**src/llsc_consts.vh**
```
/*
  Constants for the load-locked / store-conditional lock control block:
  register offsets, field layout, reset values, state codes and cycle counts.
  Assumes inclusion by bare name from files under src/.
*/
`ifndef LLSC_CONSTS_VH
`define LLSC_CONSTS_VH

// ------------------------------------------------------------
// Register map
// ------------------------------------------------------------
`define LLSC_ADDR_MCTL 12'h000
`define LLSC_ADDR_STAT 12'h004
`define LLSC_ADDR_W 12

// ------------------------------------------------------------
// Memory control register fields
// ------------------------------------------------------------
`define LLSC_SMC_LSB 0
`define LLSC_SMC_MSB 1
`define LLSC_SMC_OFF 2'h0
`define LLSC_SMC_FULL 2'h1
`define LLSC_SMC_PERIODIC 2'h2
`define LLSC_MCTL_RST 2'h0

// ------------------------------------------------------------
// Status register fields
// ------------------------------------------------------------
`define LLSC_ST_LL_ACTIVE 0
`define LLSC_ST_LINE_LOCK 1
`define LLSC_ST_FETCH_FLAG 2
`define LLSC_ST_CONS 3
`define LLSC_ST_SC_LSB 4
`define LLSC_ST_SC_MSB 6
`define LLSC_ST_PRIM_LSB 8
`define LLSC_ST_PRIM_MSB 15

// ------------------------------------------------------------
// Store-conditional states
// ------------------------------------------------------------
`define LLSC_SC_IDLE 3'h0
`define LLSC_SC_RETIRE 3'h1
`define LLSC_SC_RESP 3'h2
`define LLSC_SC_WRITE 3'h3

// ------------------------------------------------------------
// Widths and cycle counts
// ------------------------------------------------------------
`define LLSC_IDX_W 10
`define LLSC_PRIM_W 8
`define LLSC_PRIM_TC 8'hFF
`define LLSC_PRIM_WIN 256
`define LLSC_PRIM_WIN_W 9
`define LLSC_BK_PERIOD 2000000
`define LLSC_BK_WINDOW 16384
`define LLSC_BK_W 21

`endif

```
**src/llsc_lock_ctl.v**
```verilog
/*
  Lock control for load-locked / store-conditional pairs, with APB access to
  the memory control register and a status register.
  Assumes the data cache, issue queue, fetch unit and system port logic sit
  on pclk and present one-cycle event pulses and lookup results.
*/
// The address map and the APB slave port were left to the implementer.
// How it works
// LL miss fetches block, fills clean
// SC succeeds only if resident and writable
// Lock is line residency, no lock register
// System must probe-invalidate before modifying
// SC port commands only when nonspeculative
// On success, SC data always written
// SC enters queue with store-wait bit set
// Conflicting istream reference made noncached
// SC interrupting a pair fails in order
// Older evicting ref replays, aborts LL
// Stall map stage until queue empty; here the stall also ends when the SC executes
// LL fetch flag forces not-taken predictions
// SC dcache miss fails, no port traffic
// Make-writable after retire, older stores writable
// Line locked against probes until written
// Conservative mode blocks speculative-store MISS_ADDRESS_FILE allocation
// Primary 8-bit counter, backup 16K/2M window
// Periodic mode enables both counters
// Clearing field resets backup counter
// Fail or fill response fails SC
// Conflicting istream fetched noncached, not installed
// Field encodes off, full-time, periodic
`include "llsc_consts.vh"

module llsc_lock_ctl #(
  parameter BK_PERIOD = `LLSC_BK_PERIOD,
  parameter BK_WINDOW = `LLSC_BK_WINDOW
) (
  input wire pclk,
  input wire presetn,
  input wire ce,
  input wire psel,
  input wire penable,
  input wire pwrite,
  input wire [31:0] paddr,
  input wire [31:0] pwdata,
  output reg [31:0] prdata,
  output wire pready,
  output wire pslverr,
  input wire ll_exec,
  input wire ll_dc_hit,
  input wire [`LLSC_IDX_W-1:0] ll_index,
  output reg read_block_cmd,
  output reg [`LLSC_IDX_W-1:0] read_block_index,
  input wire fill_resp,
  output reg fill_clean,
  input wire ll_probe_inval,
  input wire sc_enq,
  output wire store_wait_bit,
  input wire older_ll_in_iq,
  output wire sc_may_issue,
  input wire iq_empty,
  output wire map_stall,
  input wire sc_exec,
  input wire sc_dc_hit,
  input wire sc_dc_dirty,
  input wire sc_dc_shared,
  input wire sc_pair_broken,
  input wire sc_retired,
  input wire sc_nonspec,
  input wire older_stq_writable,
  output reg make_writable_cmd,
  output reg make_writable_shared,
  input wire make_writable_success_resp,
  input wire make_writable_fail_resp,
  output reg sc_dc_write,
  input wire sc_dc_write_done,
  output reg sc_done,
  output reg sc_success,
  output wire probe_hold,
  input wire older_ref_hits_ll,
  output reg replay_trap,
  output reg ll_abort,
  input wire is_ref_valid,
  input wire is_bc_index_match,
  input wire is_bc_tag_match,
  output reg is_noncached,
  output reg is_bc_install,
  input wire fetch_ll_ref,
  input wire fetch_other_ref,
  output wire predict_not_taken,
  input wire br_mispredict,
  input wire cond_br_retire,
  input wire spec_store_maf_req,
  output wire maf_alloc_block
);

  // ------------------------------------------------------------
  // APB slave
  // ------------------------------------------------------------
  reg [1:0] smc_q;
  reg ll_active_q;
  reg line_lock_q;
  reg fetch_flag_q;
  reg [2:0] sc_state_q;
  reg [`LLSC_PRIM_W-1:0] prim_q;
  wire cons_active;
  wire [`LLSC_ADDR_W-1:0] reg_addr;
  wire apb_acc;
  wire hit_mctl;
  wire hit_stat;
  wire smc_cleared;

  assign reg_addr = paddr[`LLSC_ADDR_W-1:0];
  assign hit_mctl = (paddr[31:`LLSC_ADDR_W] == 20'h00000) & (reg_addr == `LLSC_ADDR_MCTL);
  assign hit_stat = (paddr[31:`LLSC_ADDR_W] == 20'h00000) & (reg_addr == `LLSC_ADDR_STAT);
  assign apb_acc = psel & penable & ce;
  // Zero wait states: every access completes in its first access cycle
  assign pready = 1'b1;
  assign pslverr = psel & penable & ~hit_mctl & ~hit_stat;
  // Status is read-only; writing it answers without error but stores nothing
  assign smc_cleared = apb_acc & pwrite & hit_mctl & (smc_q != `LLSC_SMC_OFF) &
                       (pwdata[`LLSC_SMC_MSB:`LLSC_SMC_LSB] == `LLSC_SMC_OFF);

  always @(posedge pclk or negedge presetn) begin
    if (!presetn) begin
      smc_q <= `LLSC_MCTL_RST;
    end else if (apb_acc && pwrite && hit_mctl) begin
      smc_q <= pwdata[`LLSC_SMC_MSB:`LLSC_SMC_LSB];
    end
  end

  always @(posedge pclk or negedge presetn) begin
    if (!presetn) begin
      prdata <= 32'h00000000;
    end else if (ce && psel && !penable && !pwrite) begin
      prdata <= 32'h00000000;
      if (hit_mctl) begin
        prdata[`LLSC_SMC_MSB:`LLSC_SMC_LSB] <= smc_q;
      end else if (hit_stat) begin
        prdata[`LLSC_ST_LL_ACTIVE] <= ll_active_q;
        prdata[`LLSC_ST_LINE_LOCK] <= line_lock_q;
        prdata[`LLSC_ST_FETCH_FLAG] <= fetch_flag_q;
        prdata[`LLSC_ST_CONS] <= cons_active;
        prdata[`LLSC_ST_SC_MSB:`LLSC_ST_SC_LSB] <= sc_state_q;
        prdata[`LLSC_ST_PRIM_MSB:`LLSC_ST_PRIM_LSB] <= prim_q;
      end
    end
  end

  // ------------------------------------------------------------
  // Load-locked path
  // ------------------------------------------------------------
  reg ll_pend_q;
  wire sc_finish;

  // Residency of the filled line is the lock; only an armed flag is kept
  always @(posedge pclk or negedge presetn) begin
    if (!presetn) begin
      ll_pend_q <= 1'b0;
      read_block_cmd <= 1'b0;
      read_block_index <= {`LLSC_IDX_W{1'b0}};
      fill_clean <= 1'b0;
    end else if (ce) begin
      read_block_cmd <= 1'b0;
      fill_clean <= 1'b0;
      if (ll_exec && !ll_dc_hit) begin
        ll_pend_q <= 1'b1;
        read_block_cmd <= 1'b1;
        read_block_index <= ll_index;
      end else if (ll_pend_q && fill_resp) begin
        ll_pend_q <= 1'b0;
        fill_clean <= 1'b1;
      end
    end
  end

  // Arm wins over any clear landing in the same cycle
  always @(posedge pclk or negedge presetn) begin
    if (!presetn) begin
      ll_active_q <= 1'b0;
    end else if (ce) begin
      if ((ll_exec && ll_dc_hit) || (ll_pend_q && fill_resp)) begin
        ll_active_q <= 1'b1;
      end else if (ll_probe_inval && !line_lock_q) begin
        ll_active_q <= 1'b0;
      end else if (older_ref_hits_ll || sc_finish) begin
        ll_active_q <= 1'b0;
      end
    end
  end

  // Older reference about to evict the locked line
  always @(posedge pclk or negedge presetn) begin
    if (!presetn) begin
      replay_trap <= 1'b0;
      ll_abort <= 1'b0;
    end else if (ce) begin
      replay_trap <= older_ref_hits_ll & ll_active_q;
      ll_abort <= older_ref_hits_ll & ll_active_q;
    end
  end

  // ------------------------------------------------------------
  // Issue queue ordering
  // ------------------------------------------------------------
  reg sc_in_iq_q;

  assign store_wait_bit = sc_enq;
  assign sc_may_issue = sc_in_iq_q & ~older_ll_in_iq;
  // Stall holds newer loads and stores out until the SC executes or the queue drains
  assign map_stall = (sc_in_iq_q | sc_enq) & ~iq_empty;

  always @(posedge pclk or negedge presetn) begin
    if (!presetn) begin
      sc_in_iq_q <= 1'b0;
    end else if (ce) begin
      if (sc_enq) begin
        sc_in_iq_q <= 1'b1;
      end else if (sc_exec || iq_empty) begin
        sc_in_iq_q <= 1'b0;
      end
    end
  end

  // ------------------------------------------------------------
  // Fetch-side flag
  // ------------------------------------------------------------
  always @(posedge pclk or negedge presetn) begin
    if (!presetn) begin
      fetch_flag_q <= 1'b0;
    end else if (ce) begin
      if (fetch_ll_ref) begin
        fetch_flag_q <= 1'b1;
      end else if (fetch_other_ref) begin
        fetch_flag_q <= 1'b0;
      end
    end
  end

  assign predict_not_taken = fetch_flag_q;

  // ------------------------------------------------------------
  // Instruction-stream conflict
  // ------------------------------------------------------------
  always @(posedge pclk or negedge presetn) begin
    if (!presetn) begin
      is_noncached <= 1'b0;
      is_bc_install <= 1'b0;
    end else if (ce) begin
      is_noncached <= is_ref_valid & is_bc_index_match & ~is_bc_tag_match;
      is_bc_install <= is_ref_valid & ~(is_bc_index_match & ~is_bc_tag_match);
    end
  end

  // ------------------------------------------------------------
  // Store-conditional sequence
  // ------------------------------------------------------------
  reg [2:0] sc_state_d;
  reg sc_fail_now;
  wire sc_launch;

  // Port commands wait for retirement and nonspeculative status, so none are ever speculative
  assign sc_launch = sc_retired & sc_nonspec & older_stq_writable;
  assign sc_finish = (sc_state_q == `LLSC_SC_WRITE) & sc_dc_write_done;
  // Probes stall while the line is locked for the store data
  assign probe_hold = line_lock_q;

  always @* begin
    sc_state_d = sc_state_q;
    sc_fail_now = 1'b0;
    case (sc_state_q)
      `LLSC_SC_IDLE: begin
        if (sc_exec) begin
          if (!sc_dc_hit || sc_pair_broken || !ll_active_q) begin
            sc_fail_now = 1'b1;
          end else if (sc_dc_dirty) begin
            sc_state_d = `LLSC_SC_WRITE;
          end else begin
            sc_state_d = `LLSC_SC_RETIRE;
          end
        end
      end
      `LLSC_SC_RETIRE: begin
        if (!ll_active_q) begin
          sc_fail_now = 1'b1;
          sc_state_d = `LLSC_SC_IDLE;
        end else if (sc_launch) begin
          sc_state_d = `LLSC_SC_RESP;
        end
      end
      `LLSC_SC_RESP: begin
        if (make_writable_success_resp) begin
          sc_state_d = `LLSC_SC_WRITE;
        end else if (make_writable_fail_resp || fill_resp) begin
          sc_fail_now = 1'b1;
          sc_state_d = `LLSC_SC_IDLE;
        end
      end
      `LLSC_SC_WRITE: begin
        if (sc_dc_write_done) begin
          sc_state_d = `LLSC_SC_IDLE;
        end
      end
      default: begin
        sc_state_d = `LLSC_SC_IDLE;
      end
    endcase
  end

  always @(posedge pclk or negedge presetn) begin
    if (!presetn) begin
      sc_state_q <= `LLSC_SC_IDLE;
      make_writable_cmd <= 1'b0;
      make_writable_shared <= 1'b0;
      sc_dc_write <= 1'b0;
      sc_done <= 1'b0;
      sc_success <= 1'b0;
      line_lock_q <= 1'b0;
    end else if (ce) begin
      sc_state_q <= sc_state_d;
      make_writable_cmd <= 1'b0;
      sc_done <= 1'b0;
      if ((sc_state_q == `LLSC_SC_RETIRE) && ll_active_q && sc_launch) begin
        make_writable_cmd <= 1'b1;
        make_writable_shared <= sc_dc_shared;
      end
      if ((sc_state_q == `LLSC_SC_RESP) && make_writable_success_resp) begin
        line_lock_q <= 1'b1;
      end else if (sc_finish) begin
        line_lock_q <= 1'b0;
      end
      // Once committed the write is held until the cache takes it
      sc_dc_write <= (sc_state_d == `LLSC_SC_WRITE);
      if (sc_fail_now) begin
        sc_done <= 1'b1;
        sc_success <= 1'b0;
      end else if (sc_finish) begin
        sc_done <= 1'b1;
        sc_success <= 1'b1;
      end
    end
  end

  // ------------------------------------------------------------
  // Conservative mode
  // ------------------------------------------------------------
  localparam [`LLSC_BK_W-1:0] BK_LAST = BK_PERIOD - 1;
  localparam [`LLSC_BK_W-1:0] BK_WIN = BK_WINDOW;
  localparam [`LLSC_PRIM_WIN_W-1:0] PRIM_LAST = `LLSC_PRIM_WIN - 1;
  wire periodic;
  wire prim_tc;
  wire [`LLSC_BK_W-1:0] bk_cnt;
  wire [`LLSC_PRIM_WIN_W-1:0] pwin_cnt;
  wire pwin_wrap;
  reg pwin_q;

  assign periodic = (smc_q == `LLSC_SMC_PERIODIC);
  assign prim_tc = periodic & (br_mispredict | cond_br_retire) & (prim_q == `LLSC_PRIM_TC);

  always @(posedge pclk or negedge presetn) begin
    if (!presetn) begin
      prim_q <= {`LLSC_PRIM_W{1'b0}};
      pwin_q <= 1'b0;
    end else if (ce) begin
      if (!periodic) begin
        prim_q <= {`LLSC_PRIM_W{1'b0}};
        pwin_q <= 1'b0;
      end else begin
        if (br_mispredict || cond_br_retire) begin
          prim_q <= prim_q + 8'h01;
        end
        if (prim_tc) begin
          pwin_q <= 1'b1;
        end else if (pwin_wrap) begin
          pwin_q <= 1'b0;
        end
      end
    end
  end

  llsc_cycle_ctr #(
    .W(`LLSC_PRIM_WIN_W),
    .LAST(PRIM_LAST)
  ) u_prim_win (
    .clk(pclk),
    .rst_n(presetn),
    .ce(ce),
    .en(pwin_q),
    .clr(prim_tc),
    .cnt_q(pwin_cnt),
    .wrap(pwin_wrap)
  );

  // Backup window opens at count zero of each period
  llsc_cycle_ctr #(
    .W(`LLSC_BK_W),
    .LAST(BK_LAST)
  ) u_backup (
    .clk(pclk),
    .rst_n(presetn),
    .ce(ce),
    .en(periodic),
    .clr(smc_cleared),
    .cnt_q(bk_cnt),
    .wrap()
  );

  assign cons_active = (smc_q == `LLSC_SMC_FULL) |
                       (periodic & (pwin_q | (bk_cnt < BK_WIN)));
  assign maf_alloc_block = cons_active & spec_store_maf_req;

endmodule

```
**src/llsc_cycle_ctr.v**
```verilog
/*
  Cycle counter that counts only while enabled, with clear and wrap pulse, used for conservative windows.
  Assumes one clock, asynchronous active-low reset and a shared clock enable.
*/
module llsc_cycle_ctr #(
  parameter W = 8,
  parameter [W-1:0] LAST = {W{1'b1}}
) (
  input wire clk,
  input wire rst_n,
  input wire ce,
  input wire en,
  input wire clr,
  output reg [W-1:0] cnt_q,
  output wire wrap
);

  assign wrap = en & (cnt_q == LAST);

  always @(posedge clk or negedge rst_n) begin
    if (!rst_n) begin
      cnt_q <= {W{1'b0}};
    end else if (ce) begin
      if (clr || !en) begin
        cnt_q <= {W{1'b0}};
      end else if (wrap) begin
        cnt_q <= {W{1'b0}};
      end else begin
        cnt_q <= cnt_q + {{(W-1){1'b0}}, 1'b1};
      end
    end
  end

endmodule

```
**config.mk**
```make
export PLATFORM = sky130hd
export DESIGN_NAME = llsc_lock_ctl
export DESIGN_NICKNAME = d
export VERILOG_FILES = /design/src/llsc_lock_ctl.v /design/src/llsc_cycle_ctr.v
export VERILOG_INCLUDE_DIRS = /design/src /design/src/src
export SDC_FILE = /design/constraint.sdc
export NUM_CORES = 1
export LEC_CHECK = 0
export BUFFER_PORTS_ARGS = -buffer_cell sky130_fd_sc_hd__buf_2
export CAP_MARGIN = 20
export CELL_PAD_IN_SITES_DETAIL_PLACEMENT = 0
export CELL_PAD_IN_SITES_GLOBAL_PLACEMENT = 1
export CORE_MARGIN = 1
export CORE_UTILIZATION = 35
export CTS_BUF_LIST = sky130_fd_sc_hd__clkbuf_16
export DETAILED_ROUTE_END_ITERATION = 8
export GPL_TIMING_DRIVEN = 0
export PLACE_DENSITY = 0.88
export SLEW_MARGIN = 25
export SYNTH_ARGS = -nofsm -noshare
export SYNTH_HDL_FRONTEND = slang
export SYNTH_SLANG_ARGS = --single-unit
```
**constraint.sdc**
```tcl
create_clock -name pclk -period 4.2 [get_ports pclk]
set_clock_uncertainty 0.1 [all_clocks]
set_input_delay 0.21 -clock pclk [delete_from_list [all_inputs] [get_ports pclk]]
set_output_delay 0.21 -clock pclk [all_outputs]
set_load 0.005 [all_outputs]
```
Yosys cells after proc, flatten, opt, wreduce, memory -nomap -nowiden
Index checks and enable logic that the tools add are counted.
{"block": "op_classes", "n_eq_ne": 12, "reduce_logical": 50, "n_lt_le_gt_ge": 1, "add_sub_neg": 3, "n_mux": 48, "bitwise": 36}
{"operator": "2-to-1 mux 21 bit", "count": 2}
{"operator": "2-to-1 mux 8 bit", "count": 4}
{"operator": "2-to-1 mux 1 bit", "count": 27}
{"operator": "bitwise AND 1 bit", "count": 26}
{"operator": "adder 21 x 1 -> 21 bit, second input constant", "count": 1}
{"operator": "== test 21 bit, second input constant", "count": 1}
{"operator": "less-than comparator 21 x 15 -> 1 bit, second input constant", "count": 1}
{"operator": "2-to-1 mux 3 bit", "count": 7}
{"operator": "logical NOT 20 bit", "count": 1}
{"operator": "AND reduction 2 bit", "count": 10}
{"operator": "2-to-1 mux 9 bit", "count": 2}
{"operator": "== test 12 x 3 -> 1 bit, second input constant", "count": 1}
{"operator": "logical AND 1 bit", "count": 12}
{"operator": "logical NOT 12 bit", "count": 1}
{"operator": "case mux 3 bit (4 select lines)", "count": 1}
{"operator": "nonzero test 2 bit", "count": 6}
{"operator": "adder 9 x 1 -> 9 bit, second input constant", "count": 1}
{"operator": "== test 3 x 2 -> 1 bit, second input constant", "count": 3}
{"operator": "== test 9 x 8 -> 1 bit, second input constant", "count": 1}
{"operator": "logical OR 1 bit", "count": 9}
{"operator": "adder 8 x 1 -> 8 bit, second input constant", "count": 1}
{"operator": "== test 8 bit, second input constant", "count": 1}
{"operator": "logical NOT 1 bit", "count": 8}
{"operator": "2-to-1 mux 7 bit", "count": 1}
{"operator": "other kinds (13)", "count": 22}
{"block": "totals", "out_inout_bits": 61, "elab_cells": 173, "input_bits": 107, "regBits": 84}

Depth between registers and ports, before layout
Gate-level depths: netlist (run 1).
{"block": "logic_depth", "depth_word": 8, "depth_mapped": 8, "depth_no_buf": 6}

By module
From an unflattened synthesis (run 1), not the netlist that was laid out.
{"block": "hier_totals", "hier_cells": 465, "area_unflattened_um2": 4616.9}
{"module": "llsc_lock_ctl", "cells_each": 278, "seq_area_each_um2": 1351.3, "area_per_inst_um2": 2891.5, "n_inst": 1}
{"module": "llsc_cycle_ctr at u_backup", "cells_each": 132, "seq_area_each_um2": 525.5, "area_per_inst_um2": 1203.7, "n_inst": 1}
{"module": "llsc_cycle_ctr at u_prim_win", "cells_each": 55, "seq_area_each_um2": 225.2, "area_per_inst_um2": 521.8, "n_inst": 1}

Worst setup path before layout (run 1)
No wires, ideal clock.
{"block": "synth_timing", "path_kind": "register -> register", "from": "register u_backup.cnt_q[0]", "to": "register u_backup.cnt_q[19]", "path_stages_with_launch": 8, "setup_slack_ps": 2214, "t_required_ps": 4010, "setup_ps": 90, "arrival_ps": 1795, "period_less_slack_ps": 1986, "n_path_buf": 1, "cell_sequence": "dfrtp_1 ha_1 and3_1 nand3_1 o311ai_2 buf_4 or4_1 o221ai_1"}
{"block": "synth_via", "elab_chain_cells": 4, "elab_cells_between_ends": 5, "cone_classes": "add/sub: 1; eq/ne: 1; mux: 2; bitwise: 1"}
{"element": "start: declaration", "line_no": "llsc_cycle_ctr.v:14", "rtl": "output reg [W-1:0] cnt_q,"}
{"element": "start signal: assignment", "line_no": "llsc_cycle_ctr.v:22", "rtl": "cnt_q <= {W{1'b0}};"}
{"element": "start signal: assignment", "line_no": "llsc_cycle_ctr.v:25", "rtl": "cnt_q <= {W{1'b0}};"}
{"element": "start signal: assignment", "line_no": "llsc_cycle_ctr.v:27", "rtl": "cnt_q <= {W{1'b0}};"}
{"element": "parallel branches: the longest is 2 deep, another holds adder 21 x 1 -> 21 bit"}
{"element": "2-to-1 mux 21 bit *", "line_no": "llsc_cycle_ctr.v:26", "rtl": "end else if (wrap) begin"}
{"element": "2-to-1 mux 21 bit *", "line_no": "llsc_cycle_ctr.v:24", "rtl": "if (clr || !en) begin"}
Every way passes the cells marked *.
A chain may end at the register's enable or synchronous reset.

Final worst setup path (run 1)
{"block": "layout_timing", "from": "register u_backup.cnt_q[0]", "to": "register u_backup.cnt_q[4]"}
The elaborated chain is that of the path after synthesis.

==> flow_metrics.py, run 1 <==
metrics = {
    "cells_and_area": {
        "synthToLayoutAreaGrowth_pct": 29.5,
        "nNetsFinal": 711,
        "final-instance-count-excl-fill": 774,
        "diodes": 0,
        "final_util": 0.471,
        "drive_gt1_frac": 0.305,
    },
    "synthesis": {
        "synth_area_mm2": 0.00442,
        "synth_cell_types": 59,
        "synth.top_cell.area_share": 0.475,
        "synth_seq_cells": 84,
        "synth-edff-count": 0,
        "ys_seq_area_frac": 0.475,
        "synthCells": 447,
        "synth_top_area_cell": "dfrtp_1",
        "synthArstFlopShare": 1.00,
        "ys.flop_type": "dfrtp_1",
        "synth_area_leaders": "dfrtp_1 (48%), a22o_1 (4.0%), nand2_1 (3.8%), buf_4 (3.7%), mux2_2 (3.6%)",
        "yosys_warnings": 0,
        "synth_area_per_cell_um2": 9.90,
    },
    "floorplanning": {
        "start_util": 0.364,
        "die_w_um": 114,
        "die-area_mm2": 0.0131,
        "die_y_um": 114,
        "pin_count": 168,
        "core_mm2": 0.0122,
        "std_cell_rows": 40,
    },
    "placement": {
        "place_ws_ns": 1.99,
        "dpl.hpwl_um": 8480,
        "port_buffers": 118,
        "dpl.cell_count": 750,
        "place_congestion": 0.860,
    },
    "sta": {
        "period_needed_ns": 2.29,
        "slew_headroom": 0.571,
        "postLayoutSetupSlackWorst_ns": 1.91,
        "fin_tns_setup_ns": 0,
        "grt_setup_unrepaired": "no",
        "worstMarginPinSlew_ns": 0.636,
        "fmax_mhz": 436,
        "setup_violations": 0,
        "drv_slew": 0,
        "hold_viol_final": 0,
        "timing.final.crit_share": 0.546,
    },
    "worst_setup_path": {
        "path_class": "reg -> reg",
        "start_kind": "flip-flop",
        "crit_start": "u_backup.cnt_q[0]$_DFFE_PN0P_",
        "arrival_ns": 2.42,
        "r2r-start": "u_backup.cnt_q[0]$_DFFE_PN0P_",
        "rr_worst_depth": 8,
        "worstSetupEndpointType": "flip-flop",
        "critPathMaxFanout": 10,
        "crit_required_ns": 4.33,
        "reg2reg_setup_slack_ns": 1.91,
        "worst_r2r_endpoint": "u_backup.cnt_q[4]$_DFFE_PN0P_",
    },
    "grt": {
        "grt_overflow_total": 0,
        "grt_use_total": 0.181,
        "grt_first_pass_wirelength_um": 18600,
        "grt_pass1_vias": 3760,
        "antenna_found_initial": 0,
        "grt_max_degree": 47,
    },
    "routing": {
        "drt_iter0_drc": 343,
        "wl_per_cell_um": 15.0,
        "drtAntennaViolNets": 0,
        "drc": 0,
        "firstDrtPassIters": 5,
        "wl_um": 11600,
        "vias": 4008,
        "via_per_inst": 5.18,
    },
    "worst_hold_path": {
        "whs_endpoint": "read_block_index[8]$_DFFE_PN0P_",
        "holdCritStartpoint": "ll_index[8]",
        "hold_depth": 2,
        "hp-class": "in -> reg",
    },
    "clocking": {
        "cts_setup_buffers": 0,
        "cts_buffer_depth": 2,
        "cts.sinks": 84,
        "cts_buffers": 9,
        "clk_pin_slew_ns": 0.06,
        "clockRootBuffer": "clkbuf_16",
        "clock_latency_ns": 0.34,
        "cts_tree": "yes",
        "cts-htree-levels": 3,
    },
    "power_and_ir_drop": {
        "peakVddDrop_mv": 0.198,
        "power_density_mw_per_mm2": 345,
        "power_mw": 1.98,
        "p_leak_nw": 2.76,
    },
    "job": {
        "max_cap_viol_count": 0,
    },
    "outcome": {
        "status": "finished, final reports clean",
    },
}
[per-stage QoR]
step	hold slack [ns]	cell area, um^2
6_report	0.00592	5730
2_1_floorplan	-0.186	4480
3_3_place_gp	0.344	5290
5_1_grt	0.00314	5730
3_5_place_dp	0.129	5320
4_1_cts	0.0000190	5730
[how the worst max path moves through the flow]
stage                                                end
after floorplan           u_backup.cnt_q[19]$_DFFE_PN0P_
after global placement     u_backup.cnt_q[4]$_DFFE_PN0P_
after detailed placement   u_backup.cnt_q[4]$_DFFE_PN0P_
after CTS                  u_backup.cnt_q[4]$_DFFE_PN0P_
after global routing       u_backup.cnt_q[4]$_DFFE_PN0P_
final                      u_backup.cnt_q[4]$_DFFE_PN0P_
[logic make-up after synthesis]
kind of cell    Yosys count  synth area share
other cells               2           0.00170
compound gates          107             0.183
simple gates            177             0.211
mux                      19            0.0469
flops                    84             0.475
fa+ha+maj                 3           0.00849
buf+inv                  52            0.0682
xor+xnor                  3           0.00594
[metal layers]
metal  global-route usage  share of wire  vias up  wire, um
met5                    0              0        -         0
met3               0.0302          0.048       21       555
met1                0.228           0.44     1894      5090
met4               0.0771          0.022        0       251
li1                     -              -     1951         -
met2                0.307           0.49      142      5690
[cell usage in the layout (no fill, tap or decap), drive strengths merged, types with 4 or more instances in the layout]
cell and n:
and4 4, conb 18, buf 150, o311ai 7, a22o 20, clkbuf 17, dfrtp 84, o21a 11
and3 15, o31ai 6, nand4 12, and2 5, nand2 45, inv 14, o21ai 22, a31o 6
nand3 20, a31oi 5, or3 4, nor4 14, dlygate4sd3 8, mux2 14, a21oi 6, mux2i 5
nor2 25, nor2b 8, nor3 14
[cells in the mapped netlist, types with 8 or more instances]
cell type / instances
buf_4: 22
clkbuf_1: 8
nor3_1: 13
inv_1: 12
nor4_1: 13
o21a_1: 11
and3_1: 15
o21ai_0: 22
mux2_2: 14
nand3_1: 19
nand2_1: 45
a22o_1: 20
dfrtp_1: 84
nand4_1: 12
nor2_1: 25
nor2b_1: 8
[cell type report]
type,instances,area [um^2]
repair buffers,127,701
well taps,168,210
flip-flops and latches,84,2100
fillers,1151,6430
multi-input cells,327,2080
plain buffers,39,253
clock buffers,9,225
clock inverters,7,108
inverters,13,48.8
[worst max-delay path, stage by stage (launching register included)]
cell and delay, ns:
dfrtp_1 0.41, ha_1 0.24, and3_1 0.24, nand3_1 0.19, o311ai_2 0.36, buf_4 0.23
buf_6 0.16, o31ai_1 0.08, a21o_1 0.18
[timing repair]
item                                   4_1_cts  5_1_grt
endpoints found under the hold margin       45        0
gates resized for setup                      0        0
hold buffers                                 8        0
[state kept, by name, summed over array words and instances (netlist names), 2 cells and up]
signal / count
prdata: 15
prim_q: 8
read_block_index: 10
sc_state_q: 3
smc_q: 2
u_backup.cnt_q: 21
u_prim_win.cnt_q: 9
[report_power, final]
group | switching, mW | total, mW | internal [mW] | leakage (nW)
sequential | 0.0215 | 0.866 | 0.845 | 1.13
clock | 0.318 | 0.893 | 0.575 | 0.172
combinational | 0.107 | 0.216 | 0.109 | 1.45
total | 0.447 | 1.98 | 1.53 | 2.76
Power figures use the tool's default switching activity.
==> inputs of run 2 (changes only) <==
- ABC_AREA: default -> 1
- CORE_UTILIZATION: 35 -> 32
- clock period: 4.2 -> 2.05 ns (I/O delays scaled with it)
==> run 2 against run 1 <==
- via count increased by 10%
- setup slack worse by 1.7 ns
- register-to-register slack worse by 1.7 ns
==> flow_metrics.py, run 2 <==
metrics = {
    "routing": {
        "via_per_inst": 4.51,
        "drc": 0,
        "drt_iter0_drc": 206,
        "firstDrtPassIters": 5,
        "wl_per_cell_um": 12.3,
        "drtAntennaViolNets": 0,
        "wl_um": 12100,
        "vias": 4414,
    },
    "clocking": {
        "cts-htree-levels": 3,
        "cts.sinks": 84,
        "clk_pin_slew_ns": 0.06,
        "clock_latency_ns": 0.34,
        "clockRootBuffer": "clkbuf_16",
        "cts_buffers": 9,
        "cts_tree": "yes",
        "cts_setup_buffers": 0,
        "cts_buffer_depth": 2,
        "cts_resized": 0,
        "cts_hold_buf": 28,
    },
    "grt": {
        "grt_pass1_vias": 4293,
        "grt_max_degree": 66,
        "grt_first_pass_wirelength_um": 20700,
        "grt_overflow_total": 0,
        "antenna_found_initial": 0,
        "grt_use_total": 0.175,
    },
    "placement": {
        "port_buffers": 119,
        "place_congestion": 0.841,
        "dpl.hpwl_um": 8750,
    },
    "synthesis": {
        "synth_area_mm2": 0.00468,
        "synth.top_cells.by_count": "nand2_1 (179), dfrtp_1 (84), nor2_1 (84)",
        "synthArstFlopShare": 1.00,
        "synth_cell_types": 40,
        "synth_most_common_cell": "nand2_1",
        "synth.top_cell.area_share": 0.449,
        "ys.flop_type": "dfrtp_1",
        "synthCells": 618,
        "synth_seq_cells": 84,
        "ys_seq_area_frac": 0.449,
        "synth_area_leaders": "dfrtp_1 (45%), nand2_1 (14%), nor2_1 (6.7%), nand3_1 (6.0%), o21ai_0 (4.0%)",
        "synth-edff-count": 0,
        "yosys_warnings": 0,
        "synth_top_area_cell": "dfrtp_1",
        "synth_area_per_cell_um2": 7.57,
    },
    "cells_and_area": {
        "seq_area_mm2": 0.00210,
        "nNetsFinal": 903,
        "fill_cells": 1398,
        "final_util": 0.438,
        "top_regs": "u_backup.cnt_q x21, prdata x15, read_block_index x10",
        "synthToLayoutAreaGrowth_pct": 31.5,
        "largest_register_ffs": 21,
        "multi_input_area_mm2": 0.00223,
        "diodes": 0,
        "largest_register": "u_backup.cnt_q",
        "drive_gt1_frac": 0.238,
        "final_common_cell": "nand2_1",
        "final_cell_mix": "nand2_1 (179), buf_2 (123), nor2_1 (84), dfrtp_1 (84), nand3_1 (56)",
    },
    "power_and_ir_drop": {
        "p_leak_nw": 3.05,
        "power_density_mw_per_mm2": 626,
        "peakVddDrop_mv": 0.496,
    },
    "worst_setup_path": {
        "reg2reg_setup_slack_ns": 0.23,
        "path_class": "reg -> reg",
        "crit_required_ns": 2.17,
        "slowest_stage": "dfrtp_1",
        "critPathMaxFanout": 10,
        "arrival_ns": 1.94,
        "cpPeakStageDelay_ns": 0.39,
        "worstSetupEndpointType": "flip-flop",
        "cpMostUsedCell": "nand2_1",
        "path_cells": "ha_1 -> nand3_2 -> nor2_4 -> inv_2 -> nor2_2 -> nand2_1 -> nand2_4 -> buf_6 -> nor2_1 -> nand3_1 -> nand2_1",
        "start_kind": "flip-flop",
    },
    "job": {
        "max_cap_viol_count": 0,
    },
    "floorplanning": {
        "die_y_um": 123,
        "die-area_mm2": 0.0151,
        "die_w_um": 123,
        "pin_count": 168,
        "start_util": 0.333,
        "core_mm2": 0.0140,
        "std_cell_rows": 43,
    },
    "sta": {
        "period_needed_ns": 1.82,
        "hold_viol_final": 0,
        "timing.final.crit_share": 0.886,
        "fmax_mhz": 551,
        "grt_setup_unrepaired": "no",
        "setup_violations": 0,
        "slew_headroom": 0.659,
        "fin_tns_setup_ns": 0,
        "whs_ns": 0.0148,
        "worstMarginPinSlew_ns": 0.512,
        "drv_slew": 0,
    },
    "worst_hold_path": {
        "hp-class": "in -> reg",
    },
    "outcome": {
        "status": "finished, final reports clean",
    },
}
## run 2: cell count changes after synthesis, sizes merged, moves of 8 or more
cell	before	now
nand2	45	181
nor2	25	91
inv	12	51
nand3	20	57
a22o	20	1
o21ai	22	39
and3	15	1
nor4	14	1
o21a	11	1
xor2	3	12
nor2b	8	0
## run 2: worst paths after layout
check	startpoint	endpoint	depth (start not counted)
setup / recovery	u_backup.cnt_q[0]$_DFFE_PN0P_	u_backup.cnt_q[7]$_DFFE_PN0P_	11
hold / removal	sc_dc_dirty	sc_state_q[1]$_DFFE_PN0P_	5
setup reg to reg	u_backup.cnt_q[0]$_DFFE_PN0P_	u_backup.cnt_q[7]$_DFFE_PN0P_	11
hold reg to reg	prdata[10]$_DFFE_PN0P_	prdata[10]$_DFFE_PN0P_	2
max in group asynchronous	presetn	u_backup.cnt_q[9]$_DFFE_PN0P_	3
min in group asynchronous	presetn	prdata[10]$_DFFE_PN0P_	2
## run 2: cells by family after synthesis
| group | count (synthesis) | synth area share |
|---|---|---|
| other | 2 | 0.00161 |
| adder cells (fa/ha/maj) | 3 | 0.00803 |
| AO/OA/AOI/OAI | 59 | 0.0680 |
| multiplexers | 11 | 0.0265 |
| AND/OR/NAND/NOR | 360 | 0.332 |
| buffers and inverters | 84 | 0.0864 |
| XOR/XNOR | 15 | 0.0281 |
| flip-flops | 84 | 0.449 |
## run 2: area by class of cell
class	instances	share of cell area
buffer	33	0.0346
clock buffer	9	0.0366
clock inverter	7	0.00834
inverter	51	0.0311
multi-input combinational	466	0.363
sequential	84	0.342
tap	180	0.0366
timing repair buffer	148	0.148
## run 2: per-stage QoR
step	cell area [um^2]	instances	worst slack (ns)	power (mW)
after floorplan	4740	634	0.478	2.05
after global placement	5560	933	0.0169	2.28
after detailed placement	5590	934	0.234	2.29
after CTS	6150	978	0.192	3.89
after global routing	6150	978	0.0564	4.03
final	6150	978	0.234	3.85
## run 2: worst max-delay path, delay by kind of cell (launching register included)
kind                     cells  cell delay, ns
adder cells (fa/ha/maj)      1            0.24
AND/OR/NAND/NOR              8            0.74
buffers and inverters        2            0.22
flip-flops                   1            0.39
## run 2: routing by layer
layer  GRT usage  share of wire  up-vias
met5           0              0        -
met4      0.0495          0.010        0
met3      0.0369          0.044        9
met2       0.278           0.46      106
met1       0.240           0.49     2012
li1            -              -     2287
## run 2: where the power goes
group / internal (mW) / total, mW / switching, mW
Combinational: 0.262 / 0.513 / 0.251
Clock: 0.827 / 1.54 / 0.710
Sequential: 1.74 / 1.80 / 0.0564
Total: 2.83 / 3.85 / 1.02
==> inputs of run 3 (changes only) <==
- CORE_UTILIZATION: 32 -> 35
- PLACE_DENSITY: 0.88 -> 0.91
- clock period: 2.05 -> 2 ns (I/O delays scaled with it)
==> run 3 against run 2 <==
- critical path depth unchanged
- via count increased by 0.84%
- maximum frequency increased by 0.24%
- total power increased by 7.8%
- global-route usage increased by 0.25 points
- cell count decreased by 0.92%
- core utilization increased by 4.3 points
- largest power group unchanged
- count of clock-buffer cells in the layout unchanged
- worst hold slack got worse by 0.0020 ns
- final area increased by 0.39%
- routed wire length decreased by 1.8%
- setup slack got worse by 0.046 ns
==> flow_metrics.py, run 3 (synthesis results as in run 2) <==
metrics = {
    "clocking": {
        "cts-htree-levels": 3,
        "clockRootBuffer": "clkbuf_16",
        "cts.sinks": 84,
        "cts_buffers": 9,
        "cts_tree": "yes",
        "cts_setup_buffers": 0,
        "clk_pin_slew_ns": 0.06,
        "clock_latency_ns": 0.34,
        "cts_buffer_depth": 2,
    },
    "power_and_ir_drop": {
        "sw_frac_of_total": 0.243,
        "switching_power_mw": 1.01,
        "comb_power_share": 0.126,
        "pwr-share-clk": 0.429,
        "seqPwrFrac": 0.445,
        "p_int_mw": 3.14,
        "peakVddDrop_mv": 0.463,
        "p_leak_nw": 3.06,
        "power_density_mw_per_mm2": 673,
    },
    "job": {
        "max_cap_viol_count": 0,
    },
    "placement": {
        "place_congestion": 0.841,
        "port_buffers": 119,
        "dpl.cell_count": 926,
        "dpl.hpwl_um": 8790,
    },
    "floorplanning": {
        "std_cell_rows": 41,
        "core_mm2": 0.0128,
        "die_w_um": 118,
        "start_util": 0.365,
        "die-area_mm2": 0.0138,
        "die_y_um": 118,
        "pin_count": 168,
    },
    "cells_and_area": {
        "diodes": 0,
        "final-instance-count-excl-fill": 969,
        "drive_gt1_frac": 0.238,
        "largest_register_ffs": 21,
        "synthToLayoutAreaGrowth_pct": 32.0,
        "fill_cells": 1284,
        "final_common_cell": "nand2_1",
        "nNetsFinal": 902,
        "final_util": 0.481,
        "top_regs": "u_backup.cnt_q x21, prdata x15, read_block_index x10",
        "largest_register": "u_backup.cnt_q",
        "final_cell_mix": "nand2_1 (179), buf_2 (123), nor2_1 (84), dfrtp_1 (84), nand3_1 (56)",
    },
    "routing": {
        "wl_um": 11900,
        "vias": 4451,
        "via_per_inst": 4.59,
        "drt_iter0_drc": 219,
        "drtAntennaViolNets": 0,
        "drc": 0,
        "wl_per_cell_um": 12.2,
        "firstDrtPassIters": 5,
    },
    "sta": {
        "hold_viol_final": 0,
        "period_needed_ns": 1.81,
        "setup_violations": 0,
        "grt_setup_unrepaired": "no",
        "slew_headroom": 0.649,
        "fmax_mhz": 552,
        "drv_slew": 0,
        "timing.final.crit_share": 0.906,
        "worstMarginPinSlew_ns": 0.526,
    },
    "worst_setup_path": {
        "critPathMaxFanout": 10,
        "arrival_ns": 1.93,
        "start_kind": "flip-flop",
        "path_class": "reg -> reg",
        "critPathBufInv": 2,
        "cpMostUsedCell": "nand2_1",
        "cpPeakStageDelay_ns": 0.38,
        "cpLargestDelayFamily": "simple AND/OR/NAND/NOR gates",
        "slowest_stage": "dfrtp_1",
        "crit_required_ns": 2.12,
        "path_cells": "ha_2 -> nand3_2 -> nor2_4 -> inv_2 -> nor2_2 -> nand2_1 -> nand2_4 -> buf_6 -> nor2_1 -> nand3_1 -> nand2_1",
        "worstSetupEndpointType": "flip-flop",
    },
    "grt": {
        "grt_use_total": 0.178,
        "grt_first_pass_wirelength_um": 20100,
        "grt_max_degree": 68,
        "grt_overflow_total": 0,
        "grt_pass1_vias": 4217,
        "antenna_found_initial": 0,
    },
    "outcome": {
        "status": "finished, final reports clean",
    },
    "worst_hold_path": {
        "hp-class": "in -> reg",
    },
}
[run 3: cell types whose count changed in the layout (fill, tap and decap cells not counted), sizes merged]
cell,delta
bufinv,+2
clkinv,+1
clkinvlp,-2
dlygate4sd3,-1
inv,-1
[run 3: final timing paths]
path	cells after the start	startpoint	slack (ns)	end
setup reg to reg	11	u_backup.cnt_q[0]$_DFFE_PN0P_	0.19	u_backup.cnt_q[16]$_DFFE_PN0P_
max in group asynchronous	3	presetn	1.18	u_prim_win.cnt_q[0]$_DFFE_PN0P_
min in group asynchronous	2	presetn	0.06	prdata[15]$_DFFE_PN0P_
setup / recovery	11	u_backup.cnt_q[0]$_DFFE_PN0P_	0.19	u_backup.cnt_q[16]$_DFFE_PN0P_
hold reg to reg	2	read_block_cmd$_DFFE_PN0P_	0.38	read_block_cmd$_DFFE_PN0P_
hold / removal	5	sc_dc_dirty	0.01	sc_state_q[1]$_DFFE_PN0P_
[run 3: power by group through the flow]
stage | Clock [mW] | Sequential [mW] | Combinational [mW]
global route | 1.89 | 1.86 | 0.583
CTS | 1.82 | 1.85 | 0.526
floorplan | 0 | 1.87 | 0.226
detailed placement | 0 | 1.88 | 0.480
global placement | 0 | 1.87 | 0.467
finish | 1.78 | 1.85 | 0.524
[run 3: timing repair]
item	in CTS	in global routing
hold buffers	27	0
setup endpoints to repair	0	1
gates resized for setup	0	1
endpoints found under the hold margin	106	0
[run 3: area by class of cell]
| cell class | count | area, um^2 | share of cell area |
|---|---|---|---|
| flip-flops and latches | 84 | 2100 | 0.341 |
| clock buffers | 9 | 225 | 0.0365 |
| plain buffers | 33 | 213 | 0.0345 |
| well taps | 172 | 215 | 0.0349 |
| clock inverters | 7 | 92.6 | 0.0150 |
| multi-input cells | 466 | 2230 | 0.362 |
| inverters | 51 | 191 | 0.0310 |
| repair buffers | 147 | 900 | 0.146 |
[run 3: routing by layer]
metal	track usage	wire length, um	up-vias
met2	0.293	5710	88
met4	0.0441	78	0
met1	0.236	5580	2069
li1	-	-	2290
met3	0.0378	486	4
met5	0	0	-
[run 3: worst min-delay path: stages]
cell and delay, ns:
buf_2 0.08, nand2_1 0.04, nand3_1 0.07, nand2_1 0.06
o21ai_0 0.06
[run 3: stage by stage]
stage	hold slack (ns)	total power [mW]	instance area, um^2	TNS [ns]	setup WS [ns]
floorplan	-0.296	2.10	4740	0	0.428
global placement	0.205	2.34	5550	-0.0776	-0.00470
detailed placement	-0.149	2.36	5580	0	0.181
CTS	0.00442	4.19	6170	0	0.171
global route	0.0365	4.33	6170	0	0.0306
finish	0.0128	4.15	6170	0	0.188
